==> config.mk <==
export PLATFORM = sky130hd
export DESIGN_NAME = bst_tap_port
export DESIGN_NICKNAME = d
export VERILOG_FILES = /design/src/bst_pkg.sv /design/src/bst_pulse_gen.sv /design/src/bst_tap_port.sv
export SDC_FILE = /design/constraint.sdc
export NUM_CORES = 1
export LEC_CHECK = 0
export ABC_AREA = 1
export BUFFER_PORTS_ARGS = -buffer_cell sky130_fd_sc_hd__buf_2
export CAP_MARGIN = 10
export CORE_ASPECT_RATIO = 1.2
export CORE_MARGIN = 2
export CORE_UTILIZATION = 59
export DETAILED_ROUTE_END_ITERATION = 7
export PLACE_DENSITY = 0.75
export REMOVE_ABC_BUFFERS = 1
export SYNTH_ARGS = -nofsm -noshare
export SYNTH_HDL_FRONTEND = slang
export SYNTH_SLANG_ARGS = --single-unit
==> constraint.sdc <==
create_clock -name clk -period 1.99 [get_ports clk]
set_clock_uncertainty 0.05 [all_clocks]
set_input_delay 0.199 -clock clk [delete_from_list [all_inputs] [get_ports clk]]
set_output_delay 0.199 -clock clk [all_outputs]
set_load 0.1 [all_outputs]
==> src/bst_pkg.sv <==
package bst_pkg;

    // Instruction register.
    localparam int          IR_W          = 4;
    localparam logic [3:0]  IR_EXTEST     = 4'h0;
    localparam logic [3:0]  IR_INTEST     = 4'h1;
    localparam logic [3:0]  IR_SAMPLE     = 4'h2;
    localparam logic [3:0]  IR_IDCODE     = 4'h3;
    localparam logic [3:0]  IR_PULSE_AB   = 4'h9;
    localparam logic [3:0]  IR_PULSE_A    = 4'hA;
    localparam logic [3:0]  IR_PULSE_B    = 4'hB;
    localparam logic [1:0]  IR_BYPASS_TOP = 2'h3;
    localparam logic [3:0]  IR_CAPTURE    = 4'h1;
    localparam logic [3:0]  IR_RESET      = IR_IDCODE;

    // Identification register; all three codes are arbitrary values.
    localparam int          ID_W          = 32;
    localparam logic [3:0]  ID_VERSION    = 4'h1;
    localparam logic [15:0] ID_DEVICE     = 16'hA5C3;
    localparam logic [10:0] ID_MAKER      = 11'h2B5;

    // Boundary chain, cell 0 next to the test data input.
    localparam int          BS_CELLS      = 14;
    localparam int          BS_SCO        = 0;
    localparam int          BS_SCO_EN     = 1;
    localparam int          BS_FCO        = 2;
    localparam int          BS_FCO_EN     = 3;
    localparam int          BS_RST        = 4;
    localparam int          BS_HRS        = 5;
    localparam int          BS_UPS        = 6;
    localparam int          BS_UPS_EN     = 7;
    localparam int          BS_DNS        = 8;
    localparam int          BS_DCK        = 9;
    localparam int          BS_FRS        = 10;
    localparam int          BS_MODE       = 11;
    localparam int          BS_SFS        = 12;
    localparam int          BS_XTAL       = 13;
    localparam logic [13:0] BS_RESET      = 14'h0000;

    // Test pulse timing.
    localparam int          CLK_HZ        = 10_000_000;
    localparam int          PULSE_HZ      = 192_000;
    localparam int          PULSE_HALF    = CLK_HZ / (2 * PULSE_HZ);
    localparam int          PCNT_W        = 5;

    typedef enum logic [3:0] {
        TLR       = 4'h0, RUN_IDLE  = 4'h1, SEL_DR    = 4'h2, CAPTURE_DR = 4'h3,
        SHIFT_DR  = 4'h4, EXIT1_DR  = 4'h5, PAUSE_DR  = 4'h6, EXIT2_DR   = 4'h7,
        UPDATE_DR = 4'h8, SEL_IR    = 4'h9, CAPTURE_IR = 4'hA, SHIFT_IR  = 4'hB,
        EXIT1_IR  = 4'hC, PAUSE_IR  = 4'hD, EXIT2_IR  = 4'hE, UPDATE_IR  = 4'hF
    } bst_tap_e;

    // Pins that the device drives, each with its enable.
    typedef struct packed {
        logic secondClockOutput;
        logic secondClockOutputEn;
        logic firstClockOutput;
        logic firstClockOutputEn;
        logic upstreamData;
        logic upstreamDataEn;
    } bst_out_s;

    // Pins that the device receives.
    typedef struct packed {
        logic resetIn;
        logic halfRateSelect;
        logic downstreamData;
        logic dataClockIn;
        logic frameSync;
        logic modePin;
        logic superframeSync;
        logic crystalInput;
    } bst_in_s;

endpackage : bst_pkg

==> src/bst_pulse_gen.sv <==
`timescale 1ns/1ps
module bst_pulse_gen
    import bst_pkg::*;
(
    // Clock and reset
    input  wire logic clk,
    input  wire logic rst_n,
    // Pulse selection
    input  wire logic enA,
    input  wire logic enB,
    input  wire logic oscRunning,
    // Line interface pair
    output logic      lineOutputA,
    output logic      lineOutputB
);

    logic [PCNT_W-1:0] cnt_ff;
    logic [PCNT_W-1:0] nxt_cnt;
    logic              phase_ff;
    logic              nxt_phase;
    logic              outA_ff;
    logic              nxt_outA;
    logic              outB_ff;
    logic              nxt_outB;

    // Pulses alternate between the two outputs; with no oscillator the line stays idle.
    always_comb begin
        nxt_cnt   = cnt_ff;
        nxt_phase = phase_ff;
        if (!oscRunning || !(enA || enB)) begin
            nxt_cnt   = '0;
            nxt_phase = 1'b0;
        end else if (cnt_ff == PCNT_W'(PULSE_HALF - 1)) begin
            nxt_cnt   = '0;
            nxt_phase = ~phase_ff;
        end else begin
            nxt_cnt   = cnt_ff + PCNT_W'(1);
        end
        nxt_outA = oscRunning && enA && phase_ff;
        nxt_outB = oscRunning && enB && !phase_ff;
    end

    always_ff @(posedge clk or negedge rst_n) begin
        if (!rst_n) begin
            cnt_ff   <= '0;
            phase_ff <= 1'b0;
            outA_ff  <= 1'b0;
            outB_ff  <= 1'b0;
        end else begin
            cnt_ff   <= nxt_cnt;
            phase_ff <= nxt_phase;
            outA_ff  <= nxt_outA;
            outB_ff  <= nxt_outB;
        end
    end

    assign lineOutputA = outA_ff;
    assign lineOutputB = outB_ff;

endmodule : bst_pulse_gen

==> src/bst_tap_port.sv <==
`timescale 1ns/1ps
module bst_tap_port
    import bst_pkg::*;
(
    // Clock and reset
    input  wire logic     clk,
    input  wire logic     rst_n,
    // Test access port
    input  wire logic     tck,
    input  wire logic     tms,
    input  wire logic     tdi,
    output logic          tdo,
    output logic          tdoEn,
    // Pad side
    input  wire bst_in_s  padIn,
    output bst_out_s      padOut,
    // Core side
    input  wire bst_out_s coreOut,
    output bst_in_s       coreIn,
    // Line interface pair
    input  wire logic     oscRunning,
    output logic          lineOutputA,
    output logic          lineOutputB
);

    bst_tap_e              state_ff;
    bst_tap_e              nxt_state;
    logic                  tckPrev_ff;
    logic [IR_W-1:0]       ir_ff;
    logic [IR_W-1:0]       nxt_ir;
    logic [IR_W-1:0]       irSh_ff;
    logic [IR_W-1:0]       nxt_irSh;
    logic [BS_CELLS-1:0]   bsSh_ff;
    logic [BS_CELLS-1:0]   nxt_bsSh;
    logic [BS_CELLS-1:0]   bsUpd_ff;
    logic [BS_CELLS-1:0]   nxt_bsUpd;
    logic [ID_W-1:0]       idSh_ff;
    logic [ID_W-1:0]       nxt_idSh;
    logic                  byp_ff;
    logic                  nxt_byp;
    logic                  tdo_ff;
    logic                  nxt_tdo;
    logic                  tdoEn_ff;
    logic                  nxt_tdoEn;
    logic                  tckRise;
    logic                  tckFall;
    logic                  selBs;
    logic                  selId;
    logic                  drOut;
    logic [BS_CELLS-1:0]   snap;

    function automatic bst_tap_e tapNext(input bst_tap_e s, input logic m);
        case (s)
            TLR:        tapNext = m ? TLR       : RUN_IDLE;
            RUN_IDLE:   tapNext = m ? SEL_DR    : RUN_IDLE;
            SEL_DR:     tapNext = m ? SEL_IR    : CAPTURE_DR;
            CAPTURE_DR: tapNext = m ? EXIT1_DR  : SHIFT_DR;
            SHIFT_DR:   tapNext = m ? EXIT1_DR  : SHIFT_DR;
            EXIT1_DR:   tapNext = m ? UPDATE_DR : PAUSE_DR;
            PAUSE_DR:   tapNext = m ? EXIT2_DR  : PAUSE_DR;
            EXIT2_DR:   tapNext = m ? UPDATE_DR : SHIFT_DR;
            UPDATE_DR:  tapNext = m ? SEL_DR    : RUN_IDLE;
            SEL_IR:     tapNext = m ? TLR       : CAPTURE_IR;
            CAPTURE_IR: tapNext = m ? EXIT1_IR  : SHIFT_IR;
            SHIFT_IR:   tapNext = m ? EXIT1_IR  : SHIFT_IR;
            EXIT1_IR:   tapNext = m ? UPDATE_IR : PAUSE_IR;
            PAUSE_IR:   tapNext = m ? EXIT2_IR  : PAUSE_IR;
            EXIT2_IR:   tapNext = m ? UPDATE_IR : SHIFT_IR;
            UPDATE_IR:  tapNext = m ? SEL_DR    : RUN_IDLE;
            default:    tapNext = TLR;
        endcase
    endfunction : tapNext

    // The test clock is sampled like any other pin, so it must run well below clk.
    assign tckRise = tck && !tckPrev_ff;
    assign tckFall = !tck && tckPrev_ff;

    assign selBs = (ir_ff == IR_EXTEST) || (ir_ff == IR_INTEST) || (ir_ff == IR_SAMPLE);
    assign selId = (ir_ff == IR_IDCODE);
    // Every other code, the 11xx group and the pulse codes included, selects bypass.
    assign drOut = selBs ? bsSh_ff[BS_CELLS-1] : (selId ? idSh_ff[0] : byp_ff);

    // Chain order from TDO, one cell per input and two per output.
    assign snap = {padIn.crystalInput, padIn.superframeSync, padIn.modePin,
                   padIn.frameSync, padIn.dataClockIn, padIn.downstreamData,
                   coreOut.upstreamDataEn, coreOut.upstreamData,
                   padIn.halfRateSelect, padIn.resetIn,
                   coreOut.firstClockOutputEn, coreOut.firstClockOutput,
                   coreOut.secondClockOutputEn, coreOut.secondClockOutput};

    always_comb begin
        nxt_state = state_ff;
        nxt_ir    = ir_ff;
        nxt_irSh  = irSh_ff;
        nxt_bsSh  = bsSh_ff;
        nxt_bsUpd = bsUpd_ff;
        nxt_idSh  = idSh_ff;
        nxt_byp   = byp_ff;
        nxt_tdo   = tdo_ff;
        nxt_tdoEn = tdoEn_ff;
        if (tckRise) begin
            nxt_state = tapNext(state_ff, tms);
            case (state_ff)
                CAPTURE_DR: begin
                    nxt_bsSh = snap;
                    nxt_idSh = {ID_VERSION, ID_DEVICE, ID_MAKER, 1'b1};
                    nxt_byp  = 1'b0;
                end
                SHIFT_DR: begin
                    if (selBs) begin
                        nxt_bsSh = {bsSh_ff[BS_CELLS-2:0], tdi};
                    end else if (selId) begin
                        nxt_idSh = {tdi, idSh_ff[ID_W-1:1]};
                    end else begin
                        nxt_byp = tdi;
                    end
                end
                CAPTURE_IR: nxt_irSh = IR_CAPTURE;
                SHIFT_IR:   nxt_irSh = {tdi, irSh_ff[IR_W-1:1]};
                default:    nxt_irSh = irSh_ff;
            endcase
            if (nxt_state == TLR) begin
                nxt_ir = IR_RESET;
            end
        end
        if (tckFall) begin
            if (state_ff == UPDATE_IR) begin
                nxt_ir = irSh_ff;
            end
            if (state_ff == UPDATE_DR && selBs) begin
                nxt_bsUpd = bsSh_ff;
            end
            nxt_tdoEn = (state_ff == SHIFT_DR) || (state_ff == SHIFT_IR);
            nxt_tdo   = (state_ff == SHIFT_IR) ? irSh_ff[0] : drOut;
        end
    end

    always_ff @(posedge clk or negedge rst_n) begin
        if (!rst_n) begin
            state_ff   <= TLR;
            tckPrev_ff <= 1'b0;
            ir_ff      <= IR_RESET;
            irSh_ff    <= IR_RESET;
            bsSh_ff    <= BS_RESET;
            bsUpd_ff   <= BS_RESET;
            idSh_ff    <= '0;
            byp_ff     <= 1'b0;
            tdo_ff     <= 1'b0;
            tdoEn_ff   <= 1'b0;
        end else begin
            state_ff   <= nxt_state;
            tckPrev_ff <= tck;
            ir_ff      <= nxt_ir;
            irSh_ff    <= nxt_irSh;
            bsSh_ff    <= nxt_bsSh;
            bsUpd_ff   <= nxt_bsUpd;
            idSh_ff    <= nxt_idSh;
            byp_ff     <= nxt_byp;
            tdo_ff     <= nxt_tdo;
            tdoEn_ff   <= nxt_tdoEn;
        end
    end

    assign tdo   = tdo_ff;
    assign tdoEn = tdoEn_ff;

    // Only EXTEST takes the pads and only INTEST the core; SAMPLE stays transparent.
    always_comb begin
        padOut = coreOut;
        coreIn = padIn;
        if (ir_ff == IR_EXTEST) begin
            padOut = {bsUpd_ff[BS_SCO], bsUpd_ff[BS_SCO_EN], bsUpd_ff[BS_FCO],
                      bsUpd_ff[BS_FCO_EN], bsUpd_ff[BS_UPS], bsUpd_ff[BS_UPS_EN]};
        end
        if (ir_ff == IR_INTEST) begin
            coreIn = {bsUpd_ff[BS_RST], bsUpd_ff[BS_HRS], bsUpd_ff[BS_DNS],
                      bsUpd_ff[BS_DCK], bsUpd_ff[BS_FRS], bsUpd_ff[BS_MODE],
                      bsUpd_ff[BS_SFS], bsUpd_ff[BS_XTAL]};
        end
    end

    bst_pulse_gen u_pulse (
        .clk         (clk),
        .rst_n       (rst_n),
        .enA         ((ir_ff == IR_PULSE_AB) || (ir_ff == IR_PULSE_A)),
        .enB         ((ir_ff == IR_PULSE_AB) || (ir_ff == IR_PULSE_B)),
        .oscRunning  (oscRunning),
        .lineOutputA (lineOutputA),
        .lineOutputB (lineOutputB)
    );
endmodule : bst_tap_port

==> results of run 1 <==
==> registers in the layout, indices dropped and copies added, names as in the netlist <==
signal,flops
idSh_ff,32
bsSh_ff,14
bsUpd_ff,14
u_pulse.cnt_ff,5
irSh_ff,4
ir_ff,4
state_ff,4
byp_ff,1
tckPrev_ff,1
tdo,1
tdoEn,1
u_pulse.lineOutputA,1
u_pulse.lineOutputB,1
u_pulse.phase_ff,1
==> power by group through the flow <==
stage,Sequential [mW],Combinational [mW],Clock [mW]
global placement,2.81,3.26,0
floorplan,2.88,2.28,0
finish,2.83,3.53,1.22
global route,2.91,3.89,1.32
CTS,2.81,3.42,1.25
detailed placement,2.83,3.37,0
==> Yosys cell counts <==
cell	instances	share of area
nor2_2	2	0.0031
a21oi_4	1	0.0040
clkbuf_1	1	0.00092
o211ai_1	8	0.015
dfstp_2	4	0.026
o21ai_1	11	0.014
nor2_1	50	0.046
o21ai_4	1	0.0040
ha_1	2	0.0061
buf_8	1	0.0037
nand4_1	4	0.0061
nand2_1	121	0.11
xnor2_1	1	0.0022
mux2_2	13	0.036
a211oi_1	1	0.0018
or3_1	1	0.0015
inv_2	3	0.0028
o21bai_1	1	0.0018
nand3_1	14	0.017
o211ai_2	5	0.015
inv_4	1	0.0015
dfrtp_1	80	0.49
nor3_1	1	0.0012
inv_1	34	0.031
o21a_1	1	0.0018
a31oi_1	1	0.0015
o21ai_2	15	0.032
buf_6	11	0.030
a21oi_1	4	0.0049
nand2_4	1	0.0028
o21ai_0	48	0.059
nand2_2	7	0.011
buf_2	5	0.0061
xor2_1	3	0.0065
==> tightest hold or removal path, delay by kind of cell <==
kind                   cells  cell delay [ns]
AND/OR/NAND/NOR            2             0.13
buffers and inverters      1             0.10
==> final cells by class <==
| type | instances | area [um2] |
|---|---|---|
| clock inverters | 5 | 61.3 |
| fillers | 505 | 1970 |
| clock buffers | 10 | 138 |
| multi-input cells | 317 | 1720 |
| flip-flops and latches | 84 | 2110 |
| repair buffers | 46 | 520 |
| well taps | 87 | 109 |
| inverters | 38 | 145 |
==> through the flow <==
step	setup TNS, ns	hold slack [ns]	cells	util	power [mW]
floorplan	-0.534	-0.147	439	-	5.17
global placement	0	0.147	569	0.664	6.07
detailed placement	0	0.147	569	0.664	6.19
CTS	-0.0764	0.0535	586	0.699	7.48
global route	-0.742	0.0687	587	0.709	8.12
finish	-0.00926	0.0655	587	0.709	7.58
==> layer usage <==
layer	routed length [um]	track usage	part of all wire
met2	4070	0.386	0.50
met3	313	0.0530	0.038
met4	112	0.0946	0.014
met1	3650	0.285	0.45
met5	0	0	0
==> logic make-up (layout without fill, tap and decap cells) <==
group | Yosys count | count (layout) | synth area share
compound gates | 97 | 97 | 0.155
xor+xnor | 4 | 4 | 0.00860
fa+ha+maj | 2 | 2 | 0.00614
buf+inv | 56 | 99 | 0.0768
flops | 84 | 84 | 0.517
mux | 13 | 13 | 0.0359
simple gates | 201 | 201 | 0.200
==> final timing paths <==
path	endpoint	slack, ns	depth (start not counted)
hold / removal	irSh_ff[3]	0.07	3
setup / recovery	coreIn[3]	-0.009	5
setup reg to reg	bsSh_ff[1]	0.18	7
min in group asynchronous	bsSh_ff[5]	0.29	2
hold reg to reg	irSh_ff[1]	0.44	2
max in group asynchronous	state_ff[2]	0.97	3
==> repair_timing <==
action,4_1_cts,5_1_grt
hold buffers,2,0
hold endpoints to repair,33,0
resized for setup,7,12
endpoints found under the setup margin,14,14
pin swaps,1,1
buffers inserted,0,1
==> impl_metrics.toml, run 1 <==
[detailed_routing]
dr.pass1.iters = 4
first_iter_violations = 139
wire_per_inst_um = 13.9
detail-route-antenna-nets = 0
routed_wl_mm = 8.14
vias_per_cell = 5.37
drc = 0
vias = 3152

[pwr]
cellPowerDensity_mw_per_mm2 = 1580
comb_power_share = 0.466
seqPwrFrac = 0.373
ir_drop_mv = 0.847
p_sw_mw = 3.36
power_switching_share = 0.443
leakage_nw = 2.31
intPower_mw = 4.22
p_clk_frac = 0.161

[sta]
slew_viol_final = 0
final.min_clock_period_ns = 2.00
setup_viol = 1
hold_violations = 0
rsz0062_at_grt = "true"
post-route-period-util = 1.00
fmax_mhz = 500
slew_headroom = 0.668
worst_pin_slew_ns = 0.498
timing.final.ws_setup_ns = -0.00926

[setup_path]
cp_top_family = "flip-flops"
worstSetupEndpointType = "output pin"
worst_path_max_delay_cell = "dfstp_2"
path_buf_inv = 2
reg2reg_from = "state_ff[3]"
crit_start = "ir_ff[0]"
required_ns = 1.74
path_cells = "inv_2 > nor2_4 > nand2_4 > mux2_4 > buf_12"
worstPathArrival_ns = 1.75
path_class = "register to output pin"
cpPeakStageDelay_ns = 0.58
crit_fanout = 8
cp-start-kind = "register"

[place]
place.gp.congestion = 0.861
place_area_mm2 = 0.00449
numPortBuffers = 37
pre_cts_ws_ns = 0.198
place_hpwl_mm = 5.44

[yosys]
synth.avg_cell_area_um2 = 8.91
ys_ff_latch = 84
synthCells = 457
yosysUniqueCellTypes = 34
synth.yosys.warnings = 0
synth_area_mm2 = 0.00407
yosysSeqAreaShare = 0.517

[die]
io_pins = 38
die_w_um = 79.8
core_mm2 = 0.00677
die_y_um = 95.0
initial_core_util = 0.601
die-area_mm2 = 0.00759
rows = 33

[final_layout]
insertedDiodeCount = 0
fin_area_mm2 = 0.00480
syn2layout_area_growth_pct = 17.8
layout-drive-gt1-share = 0.236
final_cell_mix = "nand2_1, dfrtp_1, o21ai_0"
nets = 518
final_common_cell = "nand2_1"

[global_route]
grt_pass1_wl_mm = 13.5
grt_pass1_vias = 3109
grt_max_degree = 65
antenna_found_initial = 0
gr-total-overflow = 0
track_usage = 0.229

[clock_network]
worstSkewPairLatency_ns = 0.35
cts-root-buf = "clkbuf_8"
cts_tree = "built"
clkTransAtPathRegs_ns = 0.09
numClockSinks = 84
cts_inserted_buffers = 9
h-tree-depth = 3
cts.path.max_buffers = 2

[worst_hold_path]
min-delay-start = "tdi"
hp-class = "primary input to register"

[job]
maxCapViolCount = 0

[status]
violations = "negative setup slack"
status = "finished, violations left"
Note: power is estimated with default switching activity, not from simulation.
==> inputs of run 2 (changes only) <==
- CORE_MARGIN: 2 -> default
- HOLD_SLACK_MARGIN: default -> 0.15
==> impl_metrics.toml, run 2 (synthesis gave the netlist of run 1 again) <==
[status]
status = "completed"

[die]
rows = 32
die_w_um = 77.8
initial_core_util = 0.620
die-area_mm2 = 0.00724
io_pins = 38
die_y_um = 93.0
core_mm2 = 0.00657

[global_route]
grt_max_degree = 65
gr-total-overflow = 0
antenna_found_initial = 0
grt_pass1_wl_mm = 14.3
track_usage = 0.254
grt_pass1_vias = 3192

[place]
place_hpwl_mm = 5.46
place.gp.congestion = 0.870
place_inst = 566
place_area_mm2 = 0.00450
numPortBuffers = 37

[sta]
slew_headroom = 0.649
final.min_clock_period_ns = 1.98
post-route-period-util = 0.994
setup_viol = 0
worst_pin_slew_ns = 0.527
fmax_mhz = 506
rsz0062_at_grt = "true"
slew_viol_final = 0
hold_violations = 0

[clock_network]
cts.path.max_buffers = 2
cts_tree = "built"
numClockSinks = 84
h-tree-depth = 3
cts-root-buf = "clkbuf_8"
clkTransAtPathRegs_ns = 0.08
worstSkewPairLatency_ns = 0.35
cts_inserted_buffers = 9

[final_layout]
syn2layout_area_growth_pct = 21.0
final_core_util = 0.750
final_common_cell = "nand2_1"
layout-drive-gt1-share = 0.223
seq_area_mm2 = 0.00211
num-fill-cells = 449
multi_input_area_mm2 = 0.00170
insertedDiodeCount = 0
layout.cells.non_filler = 600
largest_reg_flops = 32
largest-register = "idSh_ff"
fin_area_mm2 = 0.00493
final_cell_mix = "nand2_1, dfrtp_1, nor2_1, o21ai_0, inv_1"
largest_registers = "idSh_ff: 32 flops, bsSh_ff: 14 flops, bsUpd_ff: 14 flops"
nets = 532

[setup_path]
cp_top_family = "flip-flops"
worstSetupEndpointType = "output pin"
cp-start-kind = "register"
crit_fanout = 8
path_cells = "inv_2 > nor2_2 > nand2_4 > mux2_2 > buf_12"
cpPeakStageDelay_ns = 0.56
worstPathArrival_ns = 1.73
path_class = "register to output pin"
worst_path_max_delay_cell = "dfstp_2"
path_buf_inv = 2
required_ns = 1.74

[detailed_routing]
dr.pass1.iters = 4
wire_per_inst_um = 13.6
vias_per_cell = 5.32
routed_wl_mm = 8.13
detail-route-antenna-nets = 0
drc = 0
vias = 3194
first_iter_violations = 178

[worst_hold_path]
hp-class = "primary input to register"

[pwr]
leakage_nw = 2.35
total_power_mw = 7.59
cellPowerDensity_mw_per_mm2 = 1540
ir_drop_mv = 0.786

[job]
maxCapViolCount = 0
==> run 2: changes by cell type in the layout (fill, tap and decap cells not counted), moves of 3 or more <==
cell,before,now
clkbuf_1,0,3
dlygate4sd3_1,2,17
mux2_2,3,9
mux2_4,10,4
==> run 2: tightest hold or removal path, delay by kind of cell <==
kind                   cells  cell delay (ns)
AO/OA/AOI/OAI              2             0.22
buffers and inverters      2             0.13
AND/OR/NAND/NOR            1             0.06
==> run 2: metrics by stage <==
step / hold slack (ns) / setup TNS (ns) / worst slack (ns)
2_1_floorplan: -0.147 / -0.534 / -0.534
3_3_place_gp: 0.157 / 0 / 0.251
3_5_place_dp: 0.163 / 0 / 0.231
4_1_cts: 0.218 / -0.0688 / -0.0164
5_1_grt: 0.303 / -0.107 / -0.0173
6_report: 0.236 / 0 / 0.0124
==> run 2: layout make-up <==
cell class / instances / share of cell area
flip-flops and latches: 84 / 0.428
multi-input cells: 317 / 0.344
repair buffers: 60 / 0.135
inverters: 38 / 0.0295
clock buffers: 12 / 0.0274
well taps: 85 / 0.0216
clock inverters: 4 / 0.0150
==> run 2: what timing repair did <==
action	CTS	global route
resized for setup	8	5
hold buffers	17	0
buffers inserted	1	0
endpoints found under the hold margin	57	0
pin swaps	1	0
endpoints found under the setup margin	14	14
==> run 2: report_power, final <==
part	total [mW]	switching (mW)	internal, mW	leakage [nW]
Sequential	2.82	0.417	2.41	1.05
Clock	1.31	0.604	0.710	0.105
Combinational	3.46	2.30	1.16	1.19
Total	7.59	3.32	4.28	2.35
==> run 2: final timing paths <==
check	slack, ns	depth (start not counted)	end	start
worst max-delay path	0.01	5	coreIn[3]	ir_ff[0]
worst min register to register	0.43	2	irSh_ff[0]	irSh_ff[0]
max in group asynchronous	0.97	3	idSh_ff[15]	rst_n
worst min-delay path	0.24	5	bsSh_ff[0]	coreOut[5]
min in group asynchronous	0.31	2	bsUpd_ff[5]	rst_n
worst max register to register	0.20	7	bsSh_ff[1]	state_ff[2]
==> run 2: per-layer routing <==
metal | share of wire | GRT usage
met5 | 0 | 0
met4 | 0.019 | 0.119
met3 | 0.030 | 0.0420
met2 | 0.49 | 0.418
met1 | 0.46 | 0.330
==> inputs of run 3 (changes only) <==
==> constraint.sdc (replaced) <==
create_clock -name clk -period 1.99 [get_ports clk]
set_clock_uncertainty 0.05 [all_clocks]
set_input_delay 0.398 -clock clk [delete_from_list [all_inputs] [get_ports clk]]
set_output_delay 0.398 -clock clk [all_outputs]
set_load 0.1 [all_outputs]
==> impl_metrics.toml, run 3 (synthesis gave the netlist of run 1 again) <==
[status]
status = "finished, violations left"
violations = "negative setup slack"

[setup_path]
reg2reg_from = "state_ff[0]"
cp-start-kind = "register"
worstSetupEndpointType = "output pin"
crit_fanout = 7
path_class = "register to output pin"
worstPathArrival_ns = 1.68
crit_start = "ir_ff[1]"
required_ns = 1.54

[detailed_routing]
wire_per_inst_um = 14.5
vias_per_cell = 5.42
routed_wl_mm = 8.51
dr.pass1.iters = 4
vias = 3188
detail-route-antenna-nets = 0
first_iter_violations = 174
drc = 0

[final_layout]
layout-drive-gt1-share = 0.241
insertedDiodeCount = 0
multi_input_area_mm2 = 0.00171
largest_reg_flops = 32
seq_area_mm2 = 0.00211
largest-register = "idSh_ff"
syn2layout_area_growth_pct = 19.1
num-fill-cells = 478
final_cell_mix = "nand2_1, dfrtp_1, o21ai_0"
nets = 520
largest_registers = "idSh_ff: 32 flops, bsSh_ff: 14 flops, bsUpd_ff: 14 flops"
layout.cells.non_filler = 588
final_common_cell = "nand2_1"
final_core_util = 0.739

[sta]
worst_pin_slew_ns = 0.485
timing.final.ws_setup_ns = -0.138
setup_tns_ns = -1.57
post-route-period-util = 1.07
slew_headroom = 0.677
rsz0062_at_grt = "true"
setup_viol = 14
final.min_clock_period_ns = 2.13
fmax_mhz = 470
hold_violations = 0
slew_viol_final = 0

[worst_hold_path]
hp-class = "primary input to register"
min-delay-start = "tdi"

[die]
die_w_um = 77.8
rows = 32
die-area_mm2 = 0.00724
die_y_um = 93.0
initial_core_util = 0.620
core_mm2 = 0.00657
io_pins = 38

[pwr]
cellPowerDensity_mw_per_mm2 = 1610
leakage_nw = 2.32
ir_drop_mv = 0.955

[job]
maxCapViolCount = 0

[clock_network]
cts-root-buf = "clkbuf_8"
numClockSinks = 84
h-tree-depth = 3
cts_inserted_buffers = 9
cts.path.max_buffers = 2
worstSkewPairLatency_ns = 0.35
cts_tree = "built"
clkTransAtPathRegs_ns = 0.08

[global_route]
antenna_found_initial = 0
gr-total-overflow = 0
grt_pass1_wl_mm = 14.6
grt_max_degree = 65
track_usage = 0.261
grt_pass1_vias = 3086

[place]
numPortBuffers = 37
place_inst = 568
place.gp.congestion = 0.837
place_hpwl_mm = 5.56
==> run 3: repair_timing <==
| action | CTS | global route |
|---|---|---|
| hold endpoints to repair | 32 | 0 |
| resized for setup | 16 | 3 |
| setup endpoints to repair | 14 | 32 |
| hold buffers | 2 | 0 |
| setup buffers | 1 | 1 |
| pin swaps | 1 | 2 |
==> run 3: final timing paths <==
path | end | slack [ns] | cells past startpoint
min in group asynchronous | bsUpd_ff[4] | 0.50 | 2
max | padOut[4] | -0.14 | 4
max in group asynchronous | idSh_ff[2] | 0.81 | 3
min reg2reg | irSh_ff[1] | 0.44 | 2
max reg2reg | ir_ff[0] | 0.19 | 9
min | irSh_ff[3] | 0.28 | 3
==> run 3: final cells by class <==
cell class                 count  area share
clock inverter                 4      0.0204
multi-input combinational    317       0.353
clock buffer                  12      0.0299
sequential                    84       0.435
timing repair buffer          48       0.110
inverter                      38      0.0302
tap                           85      0.0219
==> run 3: metal layers <==
metal	vias to the layer above	GRT usage	share of wire
met5	-	0	0
met1	1544	0.341	0.44
met4	0	0.0833	0.011
met3	8	0.0468	0.035
met2	73	0.442	0.51
li1	1563	-	-
==> run 3: where the power goes <==
group	leakage, nW	switching [mW]	internal [mW]
Clock	0.121	0.588	0.872
Combinational	1.15	2.35	1.18
Sequential	1.05	0.435	2.41
Total	2.32	3.37	4.46
==> run 3: metrics by stage <==
| stage | hold WS (ns) | worst slack (ns) | instance area (um2) | power (mW) |
|---|---|---|---|---|
| CTS | 0.269 | -0.147 | 4840 | 7.81 |
| detailed placement | 0.332 | 0.0402 | 4510 | 6.22 |
| global route | 0.265 | -0.183 | 4850 | 8.37 |
| floorplan | 0.0524 | -0.733 | 3910 | 5.17 |
| finish | 0.281 | -0.138 | 4850 | 7.83 |
| global placement | 0.330 | 0.102 | 4510 | 6.11 |
==> run 3: critical path, stage by stage (launching register included) <==
cell and delay (ns):
dfstp_2 0.58, nor2_1 0.10, nand2_4 0.15, mux2_4 0.34, buf_12 0.17
